--- config.mk ---
export PLATFORM = sky130hd
export DESIGN_NAME = lpc_ctrl
export DESIGN_NICKNAME = d
export VERILOG_FILES = /design/src/lpc_bank.v /design/src/lpc_ctrl.v
export VERILOG_INCLUDE_DIRS = /design/src
export SDC_FILE = /design/constraint.sdc
export NUM_CORES = 1
export LEC_CHECK = 0
export BUFFER_PORTS_ARGS = -buffer_cell sky130_fd_sc_hd__buf_2
export CAP_MARGIN = 20
export CORE_MARGIN = 4
export CORE_UTILIZATION = 56
export DETAILED_ROUTE_END_ITERATION = 12
export GPL_TIMING_DRIVEN = 0
export PLACE_DENSITY = 0.87
export SYNTH_ARGS = -nofsm -noshare
export SYNTH_HDL_FRONTEND = slang
export SYNTH_SLANG_ARGS = --single-unit
--- constraint.sdc ---
create_clock -name sys_clk_i -period 2.7 [get_ports sys_clk_i]
set_input_delay 0.27 -clock sys_clk_i [delete_from_list [all_inputs] [get_ports sys_clk_i]]
set_output_delay 0.27 -clock sys_clk_i [all_outputs]
set_load 0.1 [all_outputs]
--- src/lpc_map.vh ---
`ifndef LPC_MAP_VH
`define LPC_MAP_VH
// ----------------------------------------
// Clock and timing
// ----------------------------------------
`define LPC_CLK_NS 100
`define LPC_CYC(ns) ((((ns) + `LPC_CLK_NS - 1) / `LPC_CLK_NS) < 1 ? 1 : \
	(((ns) + `LPC_CLK_NS - 1) / `LPC_CLK_NS))
`define LPC_CYC2(ns) (`LPC_CYC(ns) < 2 ? 2 : `LPC_CYC(ns))
`define LPC_POWERDOWN_EXIT_NS 10
`define LPC_SELFREFRESH_EXIT_NS 220
`define LPC_FINAL_INIT_WAIT_NS 10000
`define LPC_ROW_TO_COLUMN_NS 20
`define LPC_ROW_PRECHARGE_NS 20
`define LPC_BANK_REFRESH_NS 90
`define LPC_ALLBANK_REFRESH_NS 130
`define LPC_MODEREG_READ_NS 400
`define LPC_MODEREG_WRITE_NS 1000
`define LPC_BURST_NS 400
`define LPC_TW 16
// ----------------------------------------
// User command codes
// ----------------------------------------
`define LPC_UC_NOP 4'h0
`define LPC_UC_ACT 4'h1
`define LPC_UC_RD 4'h2
`define LPC_UC_WR 4'h3
`define LPC_UC_PRE 4'h4
`define LPC_UC_PREA 4'h5
`define LPC_UC_REFPB 4'h6
`define LPC_UC_REFAB 4'h7
`define LPC_UC_MRR 4'h8
`define LPC_UC_MRW 4'h9
`define LPC_UC_RESET 4'hA
`define LPC_UC_PDE 4'hB
`define LPC_UC_SREF 4'hC
`define LPC_UC_DPD 4'hD
`define LPC_UC_EXIT 4'hE
// ----------------------------------------
// Command/address codes, CA3..CA0 on the rising edge
// ----------------------------------------
`define LPC_CA_MRW 4'h0
`define LPC_CA_MRR 4'h8
`define LPC_CA_REFPB 4'h4
`define LPC_CA_REFAB 4'hC
`define LPC_CA_SREF 4'h4
`define LPC_CA_ACT 4'h2
`define LPC_CA_WR 4'h1
`define LPC_CA_RD 4'h5
`define LPC_CA_PRE 4'hB
`define LPC_CA_DPD 4'h3
`define LPC_CA_IDLE 10'h3FF
`define LPC_CA_AB_BIT 4
`define LPC_CA_BANK_LSB 7
// ----------------------------------------
// Bank states and bank commands
// ----------------------------------------
`define LPC_BS_IDLE 3'h0
`define LPC_BS_ACTIVATING 3'h1
`define LPC_BS_ACTIVE 3'h2
`define LPC_BS_READING 3'h3
`define LPC_BS_WRITING 3'h4
`define LPC_BS_PRECHARGING 3'h5
`define LPC_BS_REFRESHING 3'h6
`define LPC_BC_NONE 3'h0
`define LPC_BC_ACT 3'h1
`define LPC_BC_RD 3'h2
`define LPC_BC_WR 3'h3
`define LPC_BC_PRE 3'h4
`define LPC_BC_REF 3'h5
`endif
--- src/lpc_bank.v ---
`include "lpc_map.vh"
module lpc_bank #(
	parameter TW = `LPC_TW,
	parameter [TW-1:0] RCD_CYC = 1,
	parameter [TW-1:0] RP_CYC = 1,
	parameter [TW-1:0] RFC_CYC = 1,
	parameter [TW-1:0] BURST_CYC = 1
) (
	input wire sys_clk_i,
	input wire reset_i,
	input wire [2:0] cmd_i,
	input wire ap_i,
	output reg [2:0] state_o,
	output reg ap_o
);
	reg [TW-1:0] timer;
	wire done;
	assign done = (timer == {{(TW-1){1'b0}}, 1'b1});

	always @(posedge sys_clk_i) begin
		if (reset_i) begin
			state_o <= `LPC_BS_IDLE;
			ap_o <= 1'b0;
			timer <= {TW{1'b0}};
		end else if (cmd_i == `LPC_BC_ACT) begin
			state_o <= `LPC_BS_ACTIVATING;
			timer <= RCD_CYC;
		end else if (cmd_i == `LPC_BC_RD || cmd_i == `LPC_BC_WR) begin
			// A new burst restarts the burst window in either direction.
			state_o <= (cmd_i == `LPC_BC_RD) ? `LPC_BS_READING : `LPC_BS_WRITING;
			ap_o <= ap_i;
			timer <= BURST_CYC;
		end else if (cmd_i == `LPC_BC_PRE) begin
			state_o <= `LPC_BS_PRECHARGING;
			timer <= RP_CYC;
		end else if (cmd_i == `LPC_BC_REF) begin
			state_o <= `LPC_BS_REFRESHING;
			timer <= RFC_CYC;
		end else if (done) begin
			timer <= {TW{1'b0}};
			case (state_o)
				`LPC_BS_ACTIVATING: state_o <= `LPC_BS_ACTIVE;
				`LPC_BS_READING, `LPC_BS_WRITING: begin
					if (ap_o) begin
						state_o <= `LPC_BS_PRECHARGING;
						timer <= RP_CYC;
						ap_o <= 1'b0;
					end else begin
						state_o <= `LPC_BS_ACTIVE;
					end
				end
				default: state_o <= `LPC_BS_IDLE;
			endcase
		end else if (timer != {TW{1'b0}}) begin
			timer <= timer - {{(TW-1){1'b0}}, 1'b1};
		end
	end
endmodule // lpc_bank

--- src/lpc_ctrl.v ---
`include "lpc_map.vh"
// Summary of operation
// - Power-down exit raises clock enable with chip select high.
// - Deep power-down exit lands in power-on; a reset must follow.
// - After power-down exit only no-operations until the exit time passes.
// - Self-refresh exit returns idle; no-operations until its exit time.
// - Per-bank refresh only to an idle bank, busy for its cycle time.
// - All-bank refresh and mode-register write need every bank idle.
// - All-bank refresh and mode-register windows receive only no-operations.
// - Precharge-all only when every bank may be precharged.
// - Banks other than idle or active receive no commands except a same-direction burst with no auto-precharge pending; other banks may be used.
// - Same direction may restart a burst; direction change waits for completion.
module lpc_ctrl #(
	parameter NB = 8,
	parameter TW = `LPC_TW,
	parameter [TW-1:0] XP_CYC = `LPC_CYC2(`LPC_POWERDOWN_EXIT_NS),
	parameter [TW-1:0] XSR_CYC = `LPC_CYC2(`LPC_SELFREFRESH_EXIT_NS),
	parameter [TW-1:0] INIT_CYC = `LPC_CYC(`LPC_FINAL_INIT_WAIT_NS),
	parameter [TW-1:0] RCD_CYC = `LPC_CYC(`LPC_ROW_TO_COLUMN_NS),
	parameter [TW-1:0] RP_CYC = `LPC_CYC(`LPC_ROW_PRECHARGE_NS),
	parameter [TW-1:0] RFCPB_CYC = `LPC_CYC(`LPC_BANK_REFRESH_NS),
	parameter [TW-1:0] RFCAB_CYC = `LPC_CYC(`LPC_ALLBANK_REFRESH_NS),
	parameter [TW-1:0] MRR_CYC = `LPC_CYC(`LPC_MODEREG_READ_NS),
	parameter [TW-1:0] MRW_CYC = `LPC_CYC(`LPC_MODEREG_WRITE_NS),
	parameter [TW-1:0] BURST_CYC = `LPC_CYC(`LPC_BURST_NS)
) (
	input wire sys_clk_i,
	input wire reset_i,
	input wire req_valid_i,
	input wire [3:0] req_cmd_i,
	input wire [2:0] req_bank_i,
	input wire req_ap_i,
	input wire [9:0] req_addr_i,
	output reg req_ready_o,
	output reg req_err_o,
	output reg cke_o,
	output reg cs_n_o,
	output reg [9:0] ca_rise_o,
	output reg [9:0] ca_fall_o,
	output reg [3:0] pstate_o,
	output reg [NB-1:0] bank_busy_o
);
	// ----------------------------------------
	// Device power states
	// ----------------------------------------
	localparam [3:0] PS_POWERON = 4'h0;
	localparam [3:0] PS_RESETTING = 4'h1;
	localparam [3:0] PS_NORMAL = 4'h2;
	localparam [3:0] PS_APD = 4'h3;
	localparam [3:0] PS_IPD = 4'h4;
	localparam [3:0] PS_RPD = 4'h5;
	localparam [3:0] PS_SREF = 4'h6;
	localparam [3:0] PS_DPD = 4'h7;

	reg [3:0] pstate;
	reg [TW-1:0] gtimer;
	reg [TW-1:0] init_cnt;
	reg [3:0] next_pstate;
	reg [TW-1:0] next_gtimer;
	reg [TW-1:0] next_init_cnt;
	reg next_cke;
	reg next_cs_n;
	reg [9:0] next_ca_rise;
	reg [9:0] next_ca_fall;
	reg next_err;
	reg [NB*3-1:0] bank_cmd;
	wire [NB*3-1:0] bank_state;
	wire [NB-1:0] bank_ap;
	wire accept;
	wire init_done;
	wire low_power;

	function [2:0] bstate;
		input [NB*3-1:0] vec;
		input [2:0] idx;
		begin
			bstate = vec[idx*3 +: 3];
		end
	endfunction

	function [9:0] ca_word;
		input [3:0] code;
		input [2:0] bank;
		input ab;
		begin
			ca_word = {bank, 2'h0, ab, code};
		end
	endfunction

	// ----------------------------------------
	// Bank trackers
	// ----------------------------------------
	genvar g;
	generate
		for (g = 0; g < NB; g = g + 1) begin : gen_bank
			lpc_bank #(
				.TW(TW),
				.RCD_CYC(RCD_CYC),
				.RP_CYC(RP_CYC),
				.RFC_CYC(RFCPB_CYC),
				.BURST_CYC(BURST_CYC)
			) u_bank (
				.sys_clk_i(sys_clk_i),
				.reset_i(reset_i),
				.cmd_i(bank_cmd[g*3 +: 3]),
				.ap_i(req_ap_i),
				.state_o(bank_state[g*3 +: 3]),
				.ap_o(bank_ap[g])
			);
		end
	endgenerate

	// ----------------------------------------
	// Bank summaries
	// ----------------------------------------
	reg all_idle;
	reg all_prechargeable;
	integer i;
	integer j;
	integer k;
	always @* begin
		all_idle = 1'b1;
		all_prechargeable = 1'b1;
		for (i = 0; i < NB; i = i + 1) begin
			if (bank_state[i*3 +: 3] != `LPC_BS_IDLE)
				all_idle = 1'b0;
			if (bank_state[i*3 +: 3] != `LPC_BS_IDLE &&
				bank_state[i*3 +: 3] != `LPC_BS_ACTIVE)
				all_prechargeable = 1'b0;
		end
	end

	assign accept = req_valid_i & req_ready_o;
	assign init_done = (init_cnt == {TW{1'b0}});
	assign low_power = (pstate == PS_APD) || (pstate == PS_IPD) || (pstate == PS_RPD) ||
		(pstate == PS_SREF) || (pstate == PS_DPD);

	// ----------------------------------------
	// Command sequencer
	// ----------------------------------------
	// Requests are only offered while the global timer is clear, so every
	// window timed by the global timer below is filled with idle cycles on the pins.
	always @* begin
		next_pstate = pstate;
		next_gtimer = (gtimer != {TW{1'b0}}) ? gtimer - {{(TW-1){1'b0}}, 1'b1} : gtimer;
		next_init_cnt = (init_cnt != {TW{1'b0}}) ? init_cnt - {{(TW-1){1'b0}}, 1'b1} : init_cnt;
		next_cke = ~low_power;
		next_cs_n = 1'b1;
		next_ca_rise = `LPC_CA_IDLE;
		next_ca_fall = `LPC_CA_IDLE;
		next_err = 1'b0;
		bank_cmd = {(NB*3){1'b0}};
		if (pstate == PS_RESETTING && init_done && gtimer == {TW{1'b0}})
			next_pstate = PS_NORMAL;
		if (accept) begin
			next_err = 1'b1;
			case (req_cmd_i)
				`LPC_UC_ACT: begin
					if (pstate == PS_NORMAL &&
						bstate(bank_state, req_bank_i) == `LPC_BS_IDLE) begin
						next_err = 1'b0;
						next_cs_n = 1'b0;
						next_ca_rise = ca_word(`LPC_CA_ACT, req_bank_i, 1'b0);
						next_ca_fall = req_addr_i;
						bank_cmd[req_bank_i*3 +: 3] = `LPC_BC_ACT;
					end
				end
				`LPC_UC_RD, `LPC_UC_WR: begin
					if (pstate == PS_NORMAL &&
						(bstate(bank_state, req_bank_i) == `LPC_BS_ACTIVE ||
						(!bank_ap[req_bank_i] && bstate(bank_state, req_bank_i) ==
						((req_cmd_i == `LPC_UC_RD) ? `LPC_BS_READING : `LPC_BS_WRITING)))) begin
						// Only same-direction bursts may follow early.
						next_err = 1'b0;
						next_cs_n = 1'b0;
						next_ca_rise = ca_word((req_cmd_i == `LPC_UC_RD) ? `LPC_CA_RD :
							`LPC_CA_WR, req_bank_i, 1'b0);
						next_ca_fall = {req_addr_i[9:1], req_ap_i};
						bank_cmd[req_bank_i*3 +: 3] = (req_cmd_i == `LPC_UC_RD) ?
							`LPC_BC_RD : `LPC_BC_WR;
					end
				end
				`LPC_UC_PRE: begin
					if (pstate == PS_NORMAL &&
						(bstate(bank_state, req_bank_i) == `LPC_BS_ACTIVE ||
						bstate(bank_state, req_bank_i) == `LPC_BS_IDLE)) begin
						next_err = 1'b0;
						next_cs_n = 1'b0;
						next_ca_rise = ca_word(`LPC_CA_PRE, req_bank_i, 1'b0);
						bank_cmd[req_bank_i*3 +: 3] = `LPC_BC_PRE;
					end
				end
				`LPC_UC_PREA: begin
					if (pstate == PS_NORMAL && all_prechargeable) begin
						next_err = 1'b0;
						next_cs_n = 1'b0;
						next_ca_rise = ca_word(`LPC_CA_PRE, 3'h0, 1'b1);
						next_gtimer = RP_CYC;
						for (j = 0; j < NB; j = j + 1)
							bank_cmd[j*3 +: 3] = `LPC_BC_PRE;
					end
				end
				`LPC_UC_REFPB: begin
					if (pstate == PS_NORMAL &&
						bstate(bank_state, req_bank_i) == `LPC_BS_IDLE) begin
						next_err = 1'b0;
						next_cs_n = 1'b0;
						next_ca_rise = ca_word(`LPC_CA_REFPB, req_bank_i, 1'b0);
						bank_cmd[req_bank_i*3 +: 3] = `LPC_BC_REF;
					end
				end
				`LPC_UC_REFAB, `LPC_UC_MRW: begin
					if (pstate == PS_NORMAL && all_idle) begin
						next_err = 1'b0;
						next_cs_n = 1'b0;
						next_ca_rise = ca_word((req_cmd_i == `LPC_UC_MRW) ? `LPC_CA_MRW :
							`LPC_CA_REFAB, 3'h0, 1'b0);
						next_ca_fall = req_addr_i;
						next_gtimer = (req_cmd_i == `LPC_UC_MRW) ? MRW_CYC : RFCAB_CYC;
					end
				end
				`LPC_UC_MRR: begin
					if ((pstate == PS_NORMAL && all_prechargeable) ||
						pstate == PS_RESETTING) begin
						next_err = 1'b0;
						next_cs_n = 1'b0;
						next_ca_rise = ca_word(`LPC_CA_MRR, 3'h0, 1'b0);
						next_ca_fall = req_addr_i;
						next_gtimer = MRR_CYC;
					end
				end
				`LPC_UC_RESET: begin
					if (pstate == PS_POWERON || (pstate == PS_NORMAL && all_idle)) begin
						next_err = 1'b0;
						next_cs_n = 1'b0;
						next_ca_rise = ca_word(`LPC_CA_MRW, 3'h0, 1'b0);
						next_ca_fall = req_addr_i;
						next_pstate = PS_RESETTING;
						next_gtimer = MRW_CYC;
						next_init_cnt = INIT_CYC;
					end
				end
				`LPC_UC_PDE: begin
					if ((pstate == PS_NORMAL && all_prechargeable) ||
						pstate == PS_RESETTING) begin
						next_err = 1'b0;
						next_cke = 1'b0;
						next_pstate = (pstate == PS_RESETTING) ? PS_RPD :
							(all_idle ? PS_IPD : PS_APD);
					end
				end
				`LPC_UC_SREF, `LPC_UC_DPD: begin
					if (pstate == PS_NORMAL && all_idle) begin
						next_err = 1'b0;
						next_cke = 1'b0;
						next_cs_n = 1'b0;
						next_ca_rise = ca_word((req_cmd_i == `LPC_UC_SREF) ? `LPC_CA_SREF :
							`LPC_CA_DPD, 3'h0, 1'b0);
						// The memory floats or terminates its own data pins in self
						// refresh; this block drives none of them, so it cannot fight it.
						next_pstate = (req_cmd_i == `LPC_UC_SREF) ? PS_SREF : PS_DPD;
					end
				end
				`LPC_UC_EXIT: begin
					if (low_power) begin
						next_err = 1'b0;
						next_cke = 1'b1;
						next_gtimer = (pstate == PS_SREF) ? XSR_CYC : XP_CYC;
						case (pstate)
							PS_RPD: next_pstate = init_done ? PS_NORMAL : PS_RESETTING;
							PS_DPD: next_pstate = PS_POWERON;
							default: next_pstate = PS_NORMAL;
						endcase
					end
				end
				default: next_err = 1'b0;
			endcase
		end
	end

	// ----------------------------------------
	// Registers and pins
	// ----------------------------------------
	// Ready waits one cycle after any accepted request so that the bank
	// states seen by the next request already include the last command.
	always @(posedge sys_clk_i) begin
		if (reset_i) begin
			pstate <= PS_POWERON;
			gtimer <= {TW{1'b0}};
			init_cnt <= {TW{1'b0}};
			req_ready_o <= 1'b0;
			req_err_o <= 1'b0;
			cke_o <= 1'b1;
			cs_n_o <= 1'b1;
			ca_rise_o <= `LPC_CA_IDLE;
			ca_fall_o <= `LPC_CA_IDLE;
			pstate_o <= PS_POWERON;
			bank_busy_o <= {NB{1'b0}};
		end else begin
			pstate <= next_pstate;
			gtimer <= next_gtimer;
			init_cnt <= next_init_cnt;
			req_ready_o <= ~accept && (next_gtimer == {TW{1'b0}}) && next_cke == cke_o;
			req_err_o <= next_err;
			cke_o <= next_cke;
			cs_n_o <= next_cs_n;
			ca_rise_o <= next_ca_rise;
			ca_fall_o <= next_ca_fall;
			pstate_o <= next_pstate;
			for (k = 0; k < NB; k = k + 1)
				bank_busy_o[k] <= (bank_state[k*3 +: 3] != `LPC_BS_IDLE) ||
					(bank_cmd[k*3 +: 3] != `LPC_BC_NONE);
		end
	end
endmodule // lpc_ctrl

==> Word level (Yosys, flattened, before mapping) <==
Index checks and enable logic that the tools add are counted.
{ "totals": {"regBits": 228, "inputBits": 21, "out_inout_bits": 36, "word_cells": 636} }
{ "op_classes": {"n_addsub": 11, "n_mul": 1, "magnitude_cmp": 1, "n_eq_ne": 120, "shift": 6, "mux": 255, "bitwise_logic": 15, "n_reduce_logical": 169} }
{ "op_table": {"columns": ["operator", "count"], "rows": [
  ["16-bit 2-to-1 mux", 35],
  ["3-bit 2-to-1 mux", 77],
  ["16-bit nonzero test", 10],
  ["16-bit by 1-bit subtractor with 16-bit output, second input constant", 10],
  ["24-bit 2-to-1 mux", 6],
  ["10-bit 2-to-1 mux", 14],
  ["16-bit by 1-bit equality test with 1-bit output, second input constant", 8],
  ["24-bit one-hot mux with 5 select lines", 1],
  ["3-bit by 34-bit variable part select with 24-bit output, first input constant", 3],
  ["24-bit bitwise AND", 4],
  ["1-bit 2-to-1 mux", 96],
  ["10-bit one-hot mux with 9 select lines", 1],
  ["16-bit one-hot mux with 5 select lines", 1],
  ["5-bit nonzero test", 16],
  ["3-bit by 2-bit equality test with 1-bit output, second input constant", 25],
  ["3-bit equality test, second input constant", 24],
  ["10-bit one-hot mux with 5 select lines", 1],
  ["3-bit by 1-bit equality test with 1-bit output, second input constant", 16],
  ["16-bit logical NOT", 3],
  ["3-bit one-hot mux with 2 select lines", 8],
  ["2-bit nonzero test", 24],
  ["3-bit nonzero test", 16],
  ["6-bit nonzero test", 8],
  ["2-bit OR reduction", 22],
  ["other kinds (33)", 149]
]} }

==> Longest topological paths before layout <==
{ "logic_depth": {"word_depth": 19, "depth_mapped": 14} }

==> Hierarchy <==
A second synthesis with hierarchy kept.
{ "unflattened": {"cells_unflattened": 1782, "hier_area_um2": 14522.7} }
{ "modules_own_cells": {"columns": ["module", "instances", "cells_each", "area_per_inst_um2"], "rows": [
  ["lpc_bank (gen_bank[0].u_bank ...)", 6, 151, 1248.7],
  ["lpc_ctrl", 1, 577, 4545.6],
  ["lpc_bank (gen_bank[6].u_bank)", 1, 150, 1253.7],
  ["lpc_bank (gen_bank[1].u_bank)", 1, 149, 1231.2]
]} }

==> Least setup slack after synthesis <==
No wires, ideal clock.
{ "synth_timing": {"path_kind": "register to register", "startpoint": "register pstate[1]", "endpoint": "register gen_bank[3].u_bank.timer[11]", "setup_time_ps": 117, "t_arrival_ps": 3082, "required_time_ps": 2583, "path_slack_ps": -500, "stages_incl_launch_ff": 10, "path_buffers": 2, "synth_period_minus_slack_ps": 3200, "cell_sequence": "dfxtp_1 -> nor4b_4 -> o2111ai_1 -> or4_1 -> o22ai_2 -> or4_1 -> buf_2 -> nand2b_1 -> buf_2 -> nor2_1"} }
{ "synth_via": {"elab_chain_len": 8, "word_cells_on_any_way": 19} }
{ "synth_rtl": {"columns": ["element", "line", "rtl"], "rows": [
  ["start, declared", "lpc_ctrl.v:55", "reg [3:0] pstate;"],
  ["start signal, assigned", "lpc_ctrl.v:300", "pstate <= next_pstate;"],
  ["4-bit by 2-bit equality test with 1-bit output (*)", null, null],
  ["1-bit logical AND, on equally long branches", null, null],
  ["24-bit 2-to-1 mux, on equally long branches", null, null],
  ["24-bit one-hot mux with 5 select lines (*)", "lpc_ctrl.v:157", "case (req_cmd_i)"],
  ["24-bit 2-to-1 mux (*)", "lpc_ctrl.v:155", "if (accept) begin"],
  ["3-bit by 2-bit equality test with 1-bit output (no source line)", null, null],
  ["1-bit logical OR (no source line)", null, null],
  ["5-bit OR reduction (no source line) (*)", null, null],
  ["end signal, assigned", "lpc_bank.v:24", "timer <= {TW{1'b0}};"],
  ["end signal, assigned", "lpc_bank.v:40", "timer <= {TW{1'b0}};"],
  ["end signal, assigned", "lpc_bank.v:55", "timer <= timer - {{(TW-1){1'b0}}, 1'b1};"],
  ["end, declared", "lpc_bank.v:16", "reg [TW-1:0] timer;"]
]} }
Every way passes the cells marked *; elsewhere a longest branch is shown, timed or not.
A chain may end at the register's enable or synchronous reset.

==> Worst setup path in the final report <==
{ "layout_timing": {"startpoint": "register gen_bank[5].u_bank.state_o[2]", "endpoint": "register gen_bank[3].u_bank.ap_o"} }
{ "layout_via": {"elab_chain_len": 13, "word_cells_on_any_way": 37} }
{ "layout_rtl": {"columns": ["element", "line", "rtl"], "rows": [
  ["start, declared", "lpc_bank.v:13", "output reg [2:0] state_o,"],
  ["start signal, assigned", "lpc_bank.v:22", "state_o <= `LPC_BS_IDLE;"],
  ["start signal, assigned", "lpc_bank.v:26", "state_o <= `LPC_BS_ACTIVATING;"],
  ["start signal, assigned", "lpc_bank.v:30", "state_o <= (cmd_i == `LPC_BC_RD) ? `LPC_BS_READING : `LPC_BS_WRITING;"],
  ["parallel branches: the longest is 7 deep, another holds 24-bit by 6-bit variable part select with 3-bit output", null, null],
  ["24-bit one-hot mux with 5 select lines (*)", "lpc_ctrl.v:157", null],
  ["24-bit 2-to-1 mux (*)", "lpc_ctrl.v:155", null],
  ["3-bit by 2-bit equality test with 1-bit output (no source line)", null, null],
  ["1-bit logical OR (no source line)", null, null],
  ["2-bit by 1-bit inequality test with 1-bit output (no source line) or 2-bit nonzero test (tied branches)", null, null],
  ["5-bit AND reduction (no source line)", null, null],
  ["end signal, assigned", "lpc_bank.v:31", "ap_o <= ap_i;"],
  ["end, declared", "lpc_bank.v:14", "output reg ap_o"]
]} }
Mark *: on every way between the ends.

==> impl_results.md <==
- Count of buffers inserted at the top-level ports: 54
- Share of synthesized registers carrying an async set or reset: 0
- Worst-case headroom to the max-slew limit: 0.256
- Growth of design area from synthesis to finish: 27.3%
- Pin count of the biggest net entering global routing: 14
- Maximum buffer depth of the clock tree: 3
- Worst Tran Pin Value: 1.12 ns
- Ratio of total power to cell area: 1010 nW/um^2
- Reg2reg path depth: 12
- Yosys warning count: 0
- Antenna-violating nets left: 0
- Global-route wire length before repair: 60900 um
- Count of endpoints failing hold in the final timing report: 0
- Post-route insts no fill: 2098
- Clock edge transition at the registers on the reported setup and hold paths: 0.07 ns
- Leftover overflow at the end of global routing: 0
- Fraction of layout cells with a size suffix above 1: 0.233
- CP startpoint kind: flip-flop
- Routed vias: 13.5k
- Setup-violating endpoint count in the final report: 98
- Starting Density: 0.571
- Total inserted antenna cells: 0
- Final standard cell area without fillers: 16400 sq um
- Worst hold path type: input port to flip-flop
- Synth area leader: dfxtp_1
- Number of flip-flops and latches in the synthesized netlist: 227
- Dominant register cell in the synthesized netlist: dfxtp_1
- Number of iterations in the first detailed-routing pass: 8
- Post-placement cell area: 13600 sq um
- Worst clock skew on the final layout: 0.0148 ns
- Number of H-tree levels: 1
- DPL Wire Length: 26400 um
- Number of max-cap violations: 0
- Die height: 160 um
- Cell at the root of the clock tree: clkbuf_16
- Final routed wire length divided by cell count: 19.3 um
- Leakage: 6.27 nW
- # DRC: 0
- Placed instance count: 1978
- Arrival time of data at the critical path endpoint: 3.30 ns
- Minimum setup slack in the final design: -0.211 ns
- Insertion delay of the later-clocked pin in the worst-skew pair: 0.54 ns
- Area of the mapped netlist: 12900 sq um
- Setup repair after global routing missed its margin: yes
- Post-layout net count: 1841
- Pins Over Slew Limit: 0
- Final WL: 40500 um
- Via count of the first global-routing pass: 12.2k
- Cell count after synthesis: 1638
- Max IR drop VDD: 0.000796 V
- Period minus WS final: 2.91 ns
- Result of the run: complete, but fails checks
- Violated checks: negative setup slack
- Area share of the largest cell type after synthesis: 0.352
- Post-layout power: 16.6 mW
- Overall die area: 25600 sq um
- Synthesized area per cell: 7.89 sq um
- Data required, critical path: 3.09 ns
- Net count after synthesis: 1682
- Post-layout utilization of the core: 0.726
- Clock buffers created by TritonCTS: 25
- Instance count along the most critical hold path: 2
- IO Pins: 57
- Synth cell types: 90
- Critical setup path kind: flip-flop to flip-flop
- Period utilisation layout: 1.08
- Sort of element at the end of the critical path: flip-flop
- Core outline area: 22600 sq um
- Number of enable-type register cells in the synthesized netlist: 0
- Total number of clock tree sinks: 227
- Placement row count: 55
- Die width: 160 um
- Highest clock frequency the design can meet: 344 MHz
- Final weighted congestion of routability-driven global placement: 1.03
- DRC marker count from the first detailed-route iteration: 1720
- Leading cell types by total area after synthesis: dfxtp_1 35%, nor2_1 8.0%, xnor2_1 4.7%, xor2_1 3.8%, nand2_1 3.8%
- Highest net fanout along the worst path: 7
- Global-route total usage across every layer: 0.278
- Post-synthesis sequential area ratio: 0.352
- CTS tree: yes
- Number of antenna violations at the first check in global routing: 0
- Via-per-instance ratio: 6.45
-- where the power goes --
group          switching, mW  internal (mW)
combinational           4.59           3.41
sequential             0.942           4.28
clock                   1.38           1.97
total                   6.91           9.67
-- logic make-up after synthesis --
kind of cell             synth area share
flip-flops                          0.352
multiplexers                       0.0225
adder cells (fa/ha/maj)            0.0231
AND/OR/NAND/NOR                     0.306
buffers and inverters              0.0314
AO/OA/AOI/OAI                       0.180
XOR/XNOR                           0.0854
-- cell type report --
cell class / instances / area [sq um]
Clock buffer: 36 / 697
Inverter: 30 / 113
Timing Repair Buffer: 146 / 1140
Clock inverter: 7 / 93.8
Multi-Input combinational cell: 1313 / 9070
Tap cell: 285 / 357
Sequential cell: 227 / 4600
Buffer: 54 / 369
Fill cell: 1641 / 6200
-- placed cells by master (no fill, tap or decap), drive strengths merged, types with 11 or more instances in the layout --
cell and count:
a211oi 30, a21o 28, a21oi 98, a22oi 11
a31oi 24, and2 19, and3 11, buf 156
clkbuf 71, dfxtp 227, ha 23, inv 30
mux2i 23, nand2 130, nand2b 20, nand3 53
nand3b 14, nand4 23, nor2 275, nor2b 24
nor3 69, nor3b 14, nor4 49, nor4b 11
o21ai 65, o31ai 13, or3 22, or4 24
xnor2 70, xor2 56
-- worst max-delay path, stage by stage, from the launching register on --
cell and delay, ns:
dfxtp_4 0.38, mux4_2 0.50, mux2i_4 0.22, buf_6 0.14, nand3_4 0.07, buf_6 0.12, o21bai_4 0.22, a21oi_4 0.31
buf_8 0.19, buf_4 0.17, nor4_4 0.06, o31ai_1 0.26, a21oi_1 0.11
-- stage by stage --
| step | setup TNS (ns) | setup slack, ns | hold WS, ns |
|---|---|---|---|
| floorplan | 0 | 0.0144 | 0.380 |
| global placement | -138.64 | -0.985 | 0.447 |
| detailed placement | -140.18 | -1.01 | 0.468 |
| CTS | -0.0339 | -0.0245 | 0.0375 |
| global route | -12.92 | -0.237 | 0.0746 |
| finish | -5.48 | -0.211 | 0.0478 |
-- worst paths after layout --
| path | from | to | slack [ns] |
|---|---|---|---|
| worst max register to register | gen_bank[5].u_bank.state_o[2] | gen_bank[3].u_bank.ap_o | -0.21 |
| worst min register to register | gen_bank[7].u_bank.timer[3] | gen_bank[7].u_bank.timer[3] | 0.48 |
| worst max-delay path | gen_bank[5].u_bank.state_o[2] | gen_bank[3].u_bank.ap_o | -0.21 |
| worst min-delay path | req_bank_i[1] | ca_rise_o[8] | 0.05 |
-- what timing repair did --
item,CTS,global route
gates cloned,0,6
pin swaps,22,71
hold buffers,9,0
endpoints found under the setup margin,214,190
buffers inserted,29,47
gates resized for setup,112,221
endpoints found under the hold margin,9,0
-- registers in the layout (all words and copies together), names as in the netlist --
register / cells
bank_busy_o: 8
gen_bank.u_bank.ap_o: 8
pstate: 4
gtimer: 16
req_err_o: 1
ca_rise_o: 9
cs_n_o: 1
cke_o: 1
gen_bank.u_bank.timer: 128
req_ready_o: 1
init_cnt: 16
gen_bank.u_bank.state_o: 24
ca_fall_o: 10
-- per-layer routing --
layer,up-vias,part of all wire,global-route usage
met4,0,0.055,0.0946
li1,6238,-,-
met3,208,0.094,0.0467
met5,-,0,0
met1,6333,0.40,0.379
met2,751,0.45,0.450
-- cell usage after synthesis, types with 29 or more instances --
cell type  count
nand2_1      130
clkbuf_1      48
nor2_1       275
xor2_1        56
xnor2_1       70
nor3_1        69
dfxtp_1      227
a21oi_1       96
nor4_1        48
nand3_1       53
inv_1         29
o21ai_0       58
No activity file was read; power rests on OpenSTA's default activity.
